--- config.mk ---
export PLATFORM = sky130hd
export DESIGN_NAME = clock_reset_powerdown_ctrl
export DESIGN_NICKNAME = d
export VERILOG_FILES = /design/src/hdl/power_ctrl_pkg.sv /design/src/hdl/clock_reset_powerdown_ctrl.sv
export VERILOG_INCLUDE_DIRS = /design/src /design/src/hdl
export SDC_FILE = /design/constraint.sdc
export NUM_CORES = 1
export LEC_CHECK = 0
export ABC_AREA = 0
export BUFFER_PORTS_ARGS = -buffer_cell sky130_fd_sc_hd__buf_4
export CAP_MARGIN = 20
export CORE_UTILIZATION = 50
export DETAILED_ROUTE_END_ITERATION = 10
export GPL_ROUTABILITY_DRIVEN = 0
export GPL_TIMING_DRIVEN = 0
export PLACE_DENSITY = 0.87
export REMOVE_ABC_BUFFERS = 1
export SLEW_MARGIN = 0
export SYNTH_ARGS = -nofsm -noshare
export SYNTH_HDL_FRONTEND = slang
export SYNTH_SLANG_ARGS = --single-unit
--- constraint.sdc ---
create_clock -name clk_i -period 2.4 [get_ports clk_i]
set_clock_uncertainty 0.1 [all_clocks]
set_input_delay 0.48 -clock clk_i [delete_from_list [all_inputs] [get_ports clk_i]]
set_output_delay 0.48 -clock clk_i [all_outputs]
set_load 0.05 [all_outputs]
--- src/hdl/power_ctrl_consts.svh ---
// Offsets, field positions, reset values and timing counts of the block
`ifndef POWER_CTRL_CONSTS_SVH
`define POWER_CTRL_CONSTS_SVH

// Register byte addresses on the register bus
`define SYS_CLK_CTRL_ADR 8'hd4
`define STOP_UNLOCK_ADR 8'he0
`define PWR_STATUS_ADR 8'he8

// Reset values
`define SYS_CLK_CTRL_RST 8'h00
`define STOP_UNLOCK_RST 8'h00

// Field positions of the clock control register
`define IRQ_WAKE_OFF_BIT 7
`define DIV_SEL_HI 4
`define DIV_SEL_LO 3

// Divider select codes
`define DIV_SEL_16 2'b00
`define DIV_SEL_8 2'b01
`define DIV_SEL_2 2'b10
`define DIV_SEL_1 2'b11

// Codes
`define STOP_UNLOCK_CODE 8'ha5
`define IDLE_OPCODE 8'h6f
`define STOP_OPCODE_DFLT 8'h7f
`define RESET_VECTOR 16'h0100
`define WDT_OFF_NIBBLE 4'ha

// Timing
`define CLK_PERIOD_NS 25
`define RESET_STAB_NS 1000000
`define RESET_STAB_CYC ((`RESET_STAB_NS + `CLK_PERIOD_NS - 1) / `CLK_PERIOD_NS)
`define FILTER_NS 200
`define FILTER_CYC ((`FILTER_NS + `CLK_PERIOD_NS - 1) / `CLK_PERIOD_NS)
`define STAB_UNIT_CYC 256

`endif

--- src/hdl/power_ctrl_pkg.sv ---
// Types shared by the clock, reset and power-down controller
package power_ctrl_pkg;
  // Sequencer states
  typedef enum logic [2:0] {
    ST_RESET, ST_STAB, ST_RUN, ST_IDLE, ST_STOP, ST_WAKE
  } pwr_state_t;
  // Divider select field
  typedef logic [1:0] div_sel_t;
endpackage : power_ctrl_pkg

--- src/hdl/clock_reset_powerdown_ctrl.sv ---
// Clock divider, reset sequencer and Idle/Stop control with register slave
//
// Design decision made here: the Wishbone register port.
`timescale 1ns/1ps
`include "power_ctrl_consts.svh"

// Behaviour
// - CPU clock divided by 1, 2, 8 or 16
// - Reset: wake enabled, oscillator on, divide-by-16
// - Clock control bit 7 gates Stop wake-up
// - STOP acts only with unlock code held
// - Reset clears unlock register away from code
// - Stop halts oscillator, CPU and peripherals
// - Stop exits only on reset or filtered interrupt
// - Oscillator input forced low while stopped
// - Pin reset in Stop: defaults, wait, vector
// - Opcode 6FH enters Idle mode
// - Idle gates CPU and most peripheral clocks
// - Port directions held throughout Idle mode
// - Reset leaving Idle restores slowest clock
// - Enabled interrupt leaves Idle, divider kept
// - After Idle interrupt, resume at next instruction
// - Reset pin synchronised before use
// - Reset: interrupts off, watchdog on, ports input
// - Vector 0100H fetched after stabilisation
// - Wake-up wait taken from basic timer control
// - Watchdog resets on overflow outside Stop unless nibble 1010B
module clock_reset_powerdown_ctrl #(
  parameter int unsigned RESET_STAB_CYC = `RESET_STAB_CYC,
  parameter int unsigned STAB_UNIT_CYC = `STAB_UNIT_CYC,
  parameter int unsigned FILTER_CYC = `FILTER_CYC,
  parameter logic [7:0] STOP_OPCODE = `STOP_OPCODE_DFLT,
  parameter int unsigned CNT_W = 20
) (
  // Clock and reset
  input wire logic clk_i,
  input wire logic rst_i,
  // Register bus
  input wire logic wb_cyc_i,
  input wire logic wb_stb_i,
  input wire logic wb_we_i,
  input wire logic [7:0] wb_adr_i,
  input wire logic [31:0] wb_dat_i,
  input wire logic [3:0] wb_sel_i,
  output logic [31:0] wb_dat_o,
  output logic wb_ack_o,
  // Pins
  input wire logic external_reset_low_i,
  input wire logic ext_irq_i,
  // CPU core and interrupt logic
  input wire logic op_valid_i,
  input wire logic [7:0] opcode_i,
  input wire logic irq_enabled_i,
  // Basic timer
  input wire logic [7:0] basic_timer_control_i,
  input wire logic bt_overflow_i,
  // Clock gating and oscillator
  output logic cpu_clk_en_o,
  output logic periph_clk_en_o,
  output logic keep_clk_en_o,
  output logic osc_run_o,
  output logic xin_force_low_o,
  // Reset effects
  output logic ctl_reset_o,
  output logic irq_disable_o,
  output logic wdt_enable_o,
  output logic port_input_o,
  output logic pullup_off_o,
  output logic port_dir_hold_o,
  // Fetch control
  output logic fetch_start_o,
  output logic [15:0] fetch_addr_o,
  output logic idle_wake_o
);

  // Parameter checks, refused at elaboration
  if (RESET_STAB_CYC < 1 || RESET_STAB_CYC >= (1 << CNT_W) ||
      STAB_UNIT_CYC < 1 || (STAB_UNIT_CYC << 6) >= (1 << CNT_W) ||
      FILTER_CYC < 1 || FILTER_CYC > 255) begin : g_bad_param
    $error("stabilisation or filter counts do not fit the counters");
  end

  // Divider terminal count for a select code
  function automatic logic [3:0] div_term(power_ctrl_pkg::div_sel_t sel);
    case (sel)
      `DIV_SEL_16: div_term = 4'hf;
      `DIV_SEL_8: div_term = 4'h7;
      `DIV_SEL_2: div_term = 4'h1;
      default: div_term = 4'h0;
    endcase
  endfunction : div_term

  // Wake-up wait from the basic timer interval field
  function automatic logic [CNT_W-1:0] stab_len(logic [1:0] sel);
    logic [CNT_W-1:0] unit;
    unit = CNT_W'(STAB_UNIT_CYC);
    stab_len = unit << {sel, 1'b0};
  endfunction : stab_len

  // Registers
  logic [7:0] clk_ctrl_ff; // Clock control register
  logic [7:0] stop_unlock_ff; // Stop unlock register
  logic [1:0] btc_sel_ff; // Interval latched when entering Stop
  power_ctrl_pkg::pwr_state_t state_ff; // Sequencer state
  power_ctrl_pkg::pwr_state_t nxt_state;
  logic [CNT_W-1:0] stab_cnt_ff; // Stabilisation countdown
  logic [CNT_W-1:0] nxt_stab_cnt;
  logic [3:0] div_cnt_ff; // CPU clock divider
  logic rst_pin_s1_ff; // Reset pin synchroniser
  logic rst_pin_s2_ff;
  logic irq_s1_ff; // Interrupt pin synchroniser
  logic irq_s2_ff;
  logic [7:0] filt_cnt_ff; // Noise filter count
  logic irq_filt_ff; // Filtered interrupt level
  logic wb_ack_ff;
  logic [31:0] wb_dat_ff;
  logic cpu_clk_en_ff;
  logic periph_clk_en_ff;
  logic keep_clk_en_ff;
  logic osc_run_ff;
  logic xin_low_ff;
  logic ctl_reset_ff;
  logic port_hold_ff;
  logic fetch_start_ff;
  logic idle_wake_ff;
  logic wdt_en_ff;

  // Decoding of the bus request
  wire bus_req = wb_cyc_i && wb_stb_i && !wb_ack_ff;
  wire wr_en = bus_req && wb_we_i && wb_sel_i[0];
  wire hit_clk = (wb_adr_i == `SYS_CLK_CTRL_ADR);
  wire hit_stop = (wb_adr_i == `STOP_UNLOCK_ADR);
  wire hit_stat = (wb_adr_i == `PWR_STATUS_ADR);
  wire pin_reset = !rst_pin_s2_ff;
  wire [1:0] div_sel = clk_ctrl_ff[`DIV_SEL_HI:`DIV_SEL_LO];
  wire irq_wake_ok = !clk_ctrl_ff[`IRQ_WAKE_OFF_BIT];
  wire unlocked = (stop_unlock_ff == `STOP_UNLOCK_CODE);
  wire is_stop_op = op_valid_i && (opcode_i == STOP_OPCODE);
  wire is_idle_op = op_valid_i && (opcode_i == `IDLE_OPCODE);
  wire wdt_off = (basic_timer_control_i[7:4] == `WDT_OFF_NIBBLE);
  wire wdt_fire = bt_overflow_i && !wdt_off;
  wire ctl_rst = rst_i || pin_reset ||
                 (wdt_fire && state_ff != power_ctrl_pkg::ST_STOP);
  wire div_tick = (div_cnt_ff == div_term(div_sel));
  wire stab_done = (stab_cnt_ff == '0);
  wire in_run = (state_ff == power_ctrl_pkg::ST_RUN);
  wire in_idle = (state_ff == power_ctrl_pkg::ST_IDLE);
  wire in_stop = (state_ff == power_ctrl_pkg::ST_STOP);
  wire in_stab = (state_ff == power_ctrl_pkg::ST_STAB);
  wire in_wake = (state_ff == power_ctrl_pkg::ST_WAKE);
  wire [7:0] stat_word = {4'h0, wdt_en_ff, in_stab | in_wake,
                          in_stop, in_idle};
  wire [7:0] rd_byte = hit_clk ? clk_ctrl_ff :
                       hit_stop ? stop_unlock_ff :
                       hit_stat ? stat_word : 8'h00;

  // Reset pin and interrupt pin synchronisers
  always_ff @(posedge clk_i) begin
    rst_pin_s1_ff <= external_reset_low_i;
    rst_pin_s2_ff <= rst_pin_s1_ff;
    irq_s1_ff <= ext_irq_i;
    irq_s2_ff <= irq_s1_ff;
  end

  // Noise filter: the level must hold FILTER_CYC cycles
  always_ff @(posedge clk_i) begin
    if (rst_i) begin
      filt_cnt_ff <= 8'h00;
      irq_filt_ff <= 1'b0;
    end else if (irq_s2_ff == irq_filt_ff) begin
      filt_cnt_ff <= 8'h00;
    end else if (filt_cnt_ff == 8'(FILTER_CYC - 1)) begin
      filt_cnt_ff <= 8'h00;
      irq_filt_ff <= irq_s2_ff;
    end else begin
      filt_cnt_ff <= filt_cnt_ff + 8'h01;
    end
  end

  // Bus slave: ack one cycle after the request, writes land with it
  always_ff @(posedge clk_i) begin
    if (rst_i) begin
      wb_ack_ff <= 1'b0;
      wb_dat_ff <= 32'h0000_0000;
    end else begin
      wb_ack_ff <= bus_req;
      wb_dat_ff <= {24'h00_0000, rd_byte};
    end
  end

  // Control registers; every control reset restores defaults
  always_ff @(posedge clk_i) begin
    if (ctl_rst) begin
      clk_ctrl_ff <= `SYS_CLK_CTRL_RST;
      stop_unlock_ff <= `STOP_UNLOCK_RST;
    end else if (wr_en && hit_clk) begin
      clk_ctrl_ff <= wb_dat_i[7:0];
    end else if (wr_en && hit_stop) begin
      stop_unlock_ff <= wb_dat_i[7:0];
    end
  end

  // Interval captured at Stop entry sets the wake-up wait
  always_ff @(posedge clk_i) begin
    if (rst_i) begin
      btc_sel_ff <= 2'b00;
    end else if (in_run && is_stop_op && unlocked) begin
      btc_sel_ff <= basic_timer_control_i[3:2];
    end
  end

  // Sequencer next state
  always_comb begin
    nxt_state = state_ff;
    nxt_stab_cnt = stab_cnt_ff;
    case (state_ff)
      // Held in reset while the pin is low
      power_ctrl_pkg::ST_RESET: begin
        if (!pin_reset) begin
          nxt_state = power_ctrl_pkg::ST_STAB;
          nxt_stab_cnt = CNT_W'(RESET_STAB_CYC - 1);
        end
      end
      // Stabilisation before the vector fetch
      power_ctrl_pkg::ST_STAB: begin
        if (stab_done) begin
          nxt_state = power_ctrl_pkg::ST_RUN;
        end else begin
          nxt_stab_cnt = stab_cnt_ff - CNT_W'(1);
        end
      end
      // Normal execution
      power_ctrl_pkg::ST_RUN: begin
        if (is_stop_op && unlocked) begin
          nxt_state = power_ctrl_pkg::ST_STOP;
        end else if (is_idle_op) begin
          nxt_state = power_ctrl_pkg::ST_IDLE;
        end
      end
      // Idle: any enabled interrupt releases it
      power_ctrl_pkg::ST_IDLE: begin
        if (irq_enabled_i) begin
          nxt_state = power_ctrl_pkg::ST_RUN;
        end
      end
      // Stop: filtered interrupt when bit 7 is clear
      power_ctrl_pkg::ST_STOP: begin
        if (irq_filt_ff && irq_wake_ok) begin
          nxt_state = power_ctrl_pkg::ST_WAKE;
          nxt_stab_cnt = stab_len(btc_sel_ff) - CNT_W'(1);
        end
      end
      // Oscillator restart wait, then resume after STOP
      power_ctrl_pkg::ST_WAKE: begin
        if (stab_done) begin
          nxt_state = power_ctrl_pkg::ST_RUN;
        end else begin
          nxt_stab_cnt = stab_cnt_ff - CNT_W'(1);
        end
      end
      default: begin
        nxt_state = power_ctrl_pkg::ST_RESET;
      end
    endcase
    // Pin reset in any state, watchdog in Run, Idle and Wake
    if (pin_reset) begin
      nxt_state = power_ctrl_pkg::ST_RESET;
    end else if (wdt_fire && !in_stop && !in_stab &&
                 state_ff != power_ctrl_pkg::ST_RESET) begin
      nxt_state = power_ctrl_pkg::ST_STAB;
      nxt_stab_cnt = stab_len(basic_timer_control_i[3:2]) - CNT_W'(1);
    end
  end

  // Sequencer registers
  always_ff @(posedge clk_i) begin
    if (rst_i) begin
      state_ff <= power_ctrl_pkg::ST_RESET;
      stab_cnt_ff <= '0;
    end else begin
      state_ff <= nxt_state;
      stab_cnt_ff <= nxt_stab_cnt;
    end
  end

  // CPU clock divider, counting on the selected ratio in Run only
  always_ff @(posedge clk_i) begin
    if (rst_i || !in_run || div_tick) begin
      div_cnt_ff <= 4'h0;
    end else begin
      div_cnt_ff <= div_cnt_ff + 4'h1;
    end
  end

  // Clock gating and oscillator outputs
  always_ff @(posedge clk_i) begin
    if (rst_i) begin
      cpu_clk_en_ff <= 1'b0;
      periph_clk_en_ff <= 1'b0;
      keep_clk_en_ff <= 1'b0;
      osc_run_ff <= 1'b1;
      xin_low_ff <= 1'b0;
    end else begin
      cpu_clk_en_ff <= in_run && div_tick;
      periph_clk_en_ff <= in_run;
      keep_clk_en_ff <= in_run || in_idle;
      osc_run_ff <= !in_stop;
      xin_low_ff <= in_stop;
    end
  end

  // Reset effects, port hold and fetch strobes
  always_ff @(posedge clk_i) begin
    if (rst_i) begin
      ctl_reset_ff <= 1'b1;
      wdt_en_ff <= 1'b1;
      port_hold_ff <= 1'b0;
      fetch_start_ff <= 1'b0;
      idle_wake_ff <= 1'b0;
    end else begin
      ctl_reset_ff <= ctl_rst;
      wdt_en_ff <= ctl_rst ? 1'b1 : !wdt_off;
      port_hold_ff <= in_idle && !pin_reset;
      fetch_start_ff <= in_stab && stab_done && !pin_reset;
      idle_wake_ff <= in_idle && irq_enabled_i && !pin_reset;
    end
  end

  // Outputs
  assign wb_ack_o = wb_ack_ff;
  assign wb_dat_o = wb_dat_ff;
  assign cpu_clk_en_o = cpu_clk_en_ff;
  assign periph_clk_en_o = periph_clk_en_ff;
  assign keep_clk_en_o = keep_clk_en_ff;
  assign osc_run_o = osc_run_ff;
  assign xin_force_low_o = xin_low_ff;
  assign ctl_reset_o = ctl_reset_ff;
  assign irq_disable_o = ctl_reset_ff;
  assign port_input_o = ctl_reset_ff;
  assign pullup_off_o = ctl_reset_ff;
  assign wdt_enable_o = wdt_en_ff;
  assign port_dir_hold_o = port_hold_ff;
  assign fetch_start_o = fetch_start_ff;
  assign fetch_addr_o = `RESET_VECTOR;
  assign idle_wake_o = idle_wake_ff;
endmodule : clock_reset_powerdown_ctrl

==> qor.yml <==
place:
  dp_worst_setup_slack_ps: -85.3
  io_buffers: 62
  place_hpwl_um: 6970
  dpl_cell_area_um2: 4510
  placedCellCount: 619
global_routing:
  grt_pass1_vias: 3385
  grt_max_degree: 37
  grt_pass1_wl_um: 15800
  grtUsageTotal_pct: 23.1
  overflow: 0
  grt_antenna_before_repair: 0
pwr:
  internal_power_mw: 2.17
  p_leak_nw: 1.97
  combPwrFrac_pct: 26.1
  p_clk_share_pct: 30.6
  p_sw_share_pct: 35.7
  power.density_nw_per_um2: 711
  p_switching_mw: 1.20
  ir_drop_mv: 0.311
  sequentialPowerShare_pct: 43.3
setup_path:
  crit_arrival_ps: 2450
  required_ps: 2550
  crit_path_end_kind: "register"
  startpoint: "state_ff[1]"
  r2r_slack_ps: 100
  cp-start-kind: "register"
  critPathMaxFanout: 28
  r2r_cells: 5
  r2r_start: "state_ff[1]"
  crit_type: "register to register"
  cp-endpoint: "state_ff[1]"
  r2r-end: "state_ff[1]"
sta:
  fin_crit_ps: 2300
  hold_violations: 0
  setup_ws_ps: 102
  fin_crit_sh_pct: 95.7
  setup_violations: 0
  final.setup.tns_ps: 0
  max_slew_margin_pct: 42.1
  worst_pin_slew_ps: 860
  drv_slew: 0
  max_freq_mhz: 435
  rsz0062_at_grt: "no"
routing:
  wl_um: 9740
  vias_per_cell: 5.74
  drc: 0
  drt_iter0_markers: 272
  drt-pass1-iter-count: 5
  final_antenna_net_count: 0
  via_count: 3645
  wl_per_cell_um: 15.3
synthesis:
  synth_edf_count: 0
  yosysSeqAreaShare_pct: 36.9
  postSynthCellCount: 479
  async_reset_ff_share_pct: 0
  yosys_warnings: 0
  synthFlopType: "dfxtp_1"
  syn_area_um2: 4180
  synth_cell_types: 74
  synth-seq-cells: 77
  synth_area_per_cell_um2: 8.73
floorplanning:
  core_area_um2: 7930
  rows: 32
  boundaryPins: 132
  dieHeight_um: 93.5
  initial_core_util_pct: 52.8
  chipWidth_um: 93.5
  dieArea_um2: 8740
clock_tree:
  cts.sinks: 77
  clkSlewWorstSetupHoldPaths_ps: 80
  cts_tree: "built"
  clk_latency_ps: 360
  postCtsHoldBufs: 0
  htreeDepth: 3
  cts_buffer_depth: 2
  cts_buffers: 9
  clockRootBuffer: "clkbuf_8"
finish:
  mostFrequentLayoutCell: "dfxtp_1"
  finalNetCount: 604
  synthToLayoutAreaGrowth_pct: 13.2
  drive_gt1_share_pct: 21.0
  fillers: 714
  final_area_um2: 4740
  diodes: 0
  layout.cells.non_filler: 635
  mostFrequentLayoutCells: "dfxtp_1 (75), nor2_1 (62), buf_4 (62)"
run_status:
  outcome: "finished clean"
run:
  cap_viol_max_count: 0
worst_hold_path:
  min_path_type: "primary input to register"
final cells by class:
class                   count  area [um^2]  share of cell area (%)
clock buffers              10          138                    2.91
clock inverters             6         68.8                    1.45
repair buffers             62          465                    9.83
inverters                   9         33.8                   0.713
flip-flops and latches     77         1540                    32.6
well taps                 102          128                    2.69
multi-input cells         369         2360                    49.8
Yosys cell counts (6+ instances only):
library cell / instances / area share (%)
or2_2: 6 / 0.90
nor2_1: 62 / 5.6
mux2i_1: 19 / 4.5
nand2b_1: 8 / 1.2
dfxtp_1: 77 / 37
nor3_1: 16 / 1.9
a22oi_1: 8 / 1.4
clkbuf_1: 10 / 0.90
nand2_1: 23 / 2.1
ha_1: 6 / 1.8
inv_1: 8 / 0.72
xnor2_1: 8 / 1.7
buf_4: 43 / 7.7
xor2_1: 8 / 1.7
a31oi_1: 7 / 1.0
o21ai_0: 9 / 1.1
nand3_1: 13 / 1.6
a21o_1: 6 / 1.1
a21oi_1: 23 / 2.8
power groups by stage:
stage                     combinational (mW)  clock [mW]  sequential [mW]
after CTS                              0.864        1.04             1.45
after floorplan                        0.638           0             1.47
after global routing                   0.952        1.09             1.47
after global placement                 0.831           0             1.47
after detailed placement               0.859           0             1.48
final                                  0.880        1.03             1.46
logic make-up after synthesis:
family                     Yosys count  synth area share, %
AOI/OAI and AO/OA                   99                 16.8
xor gates and xnor gates            16                 3.35
adders and majority gates            6                 1.79
buffers and inverters               71                 10.5
DFF                                 77                 36.9
muxes                               23                 5.71
other                                2                0.180
and+or+nand+nor                    185                 24.8
worst max-delay path, cell delays in order, from the launching register on:
cell,delay [ps]
dfxtp_2,670
nand2b_1,570
o21ai_0,230
o21ai_2,150
nand2_1,110
o311a_1,360
how the worst min path moves through the flow:
stage,from,to,slack (ps),cells after the start
4_1_cts,ext_irq_i,irq_s1_ff,110,1
3_5_place_dp,irq_s1_ff,irq_s2_ff,220,0
6_report,ext_irq_i,irq_s1_ff,120,1
5_1_grt,ext_irq_i,irq_s1_ff,100,1
3_3_place_gp,rst_pin_s1_ff,rst_pin_s2_ff,210,0
2_1_floorplan,irq_s1_ff,irq_s2_ff,210,0
metal layers:
metal,track usage [%],up-vias,share of wire (%)
li1,-,1748,-
met1,27.9,1702,41
met2,39.6,175,50
met3,3.90,20,7.1
met4,11.0,0,2.1
met5,0,-,0
flip-flops by register name, indices dropped and copies added (netlist names):
name,cells
irq_s2_ff,1
xin_force_low_o,1
ctl_reset_o,1
state_ff,3
filt_cnt_ff,8
btc_sel_ff,2
fetch_start_o,1
keep_clk_en_o,1
cpu_clk_en_o,1
osc_run_o,1
clk_ctrl_ff,8
rst_pin_s1_ff,1
port_dir_hold_o,1
rst_pin_s2_ff,1
div_cnt_ff,4
wb_ack_o,1
idle_wake_o,1
irq_filt_ff,1
stop_unlock_ff,8
wdt_enable_o,1
periph_clk_en_o,1
wb_dat_o,8
irq_s1_ff,1
stab_cnt_ff,20
stage by stage:
| stage | power (mW) | utilization [%] | hold slack (ps) |
|---|---|---|---|
| after global routing | 3.51 | 59.7 | 105 |
| final | 3.37 | 59.7 | 117 |
| after global placement | 2.30 | 56.9 | 214 |
| after CTS | 3.35 | 59.6 | 105 |
| after detailed placement | 2.34 | 56.9 | 215 |
| after floorplan | 2.11 | - | 210 |
what timing repair did:
item / 4_1_cts / 5_1_grt
setup buffers: 0 / 0
setup endpoints to repair: 2 / 14
gates resized for setup: 2 / 4
endpoints found under the hold margin: 0 / 0
Note: power is estimated with default switching activity, not from simulation.
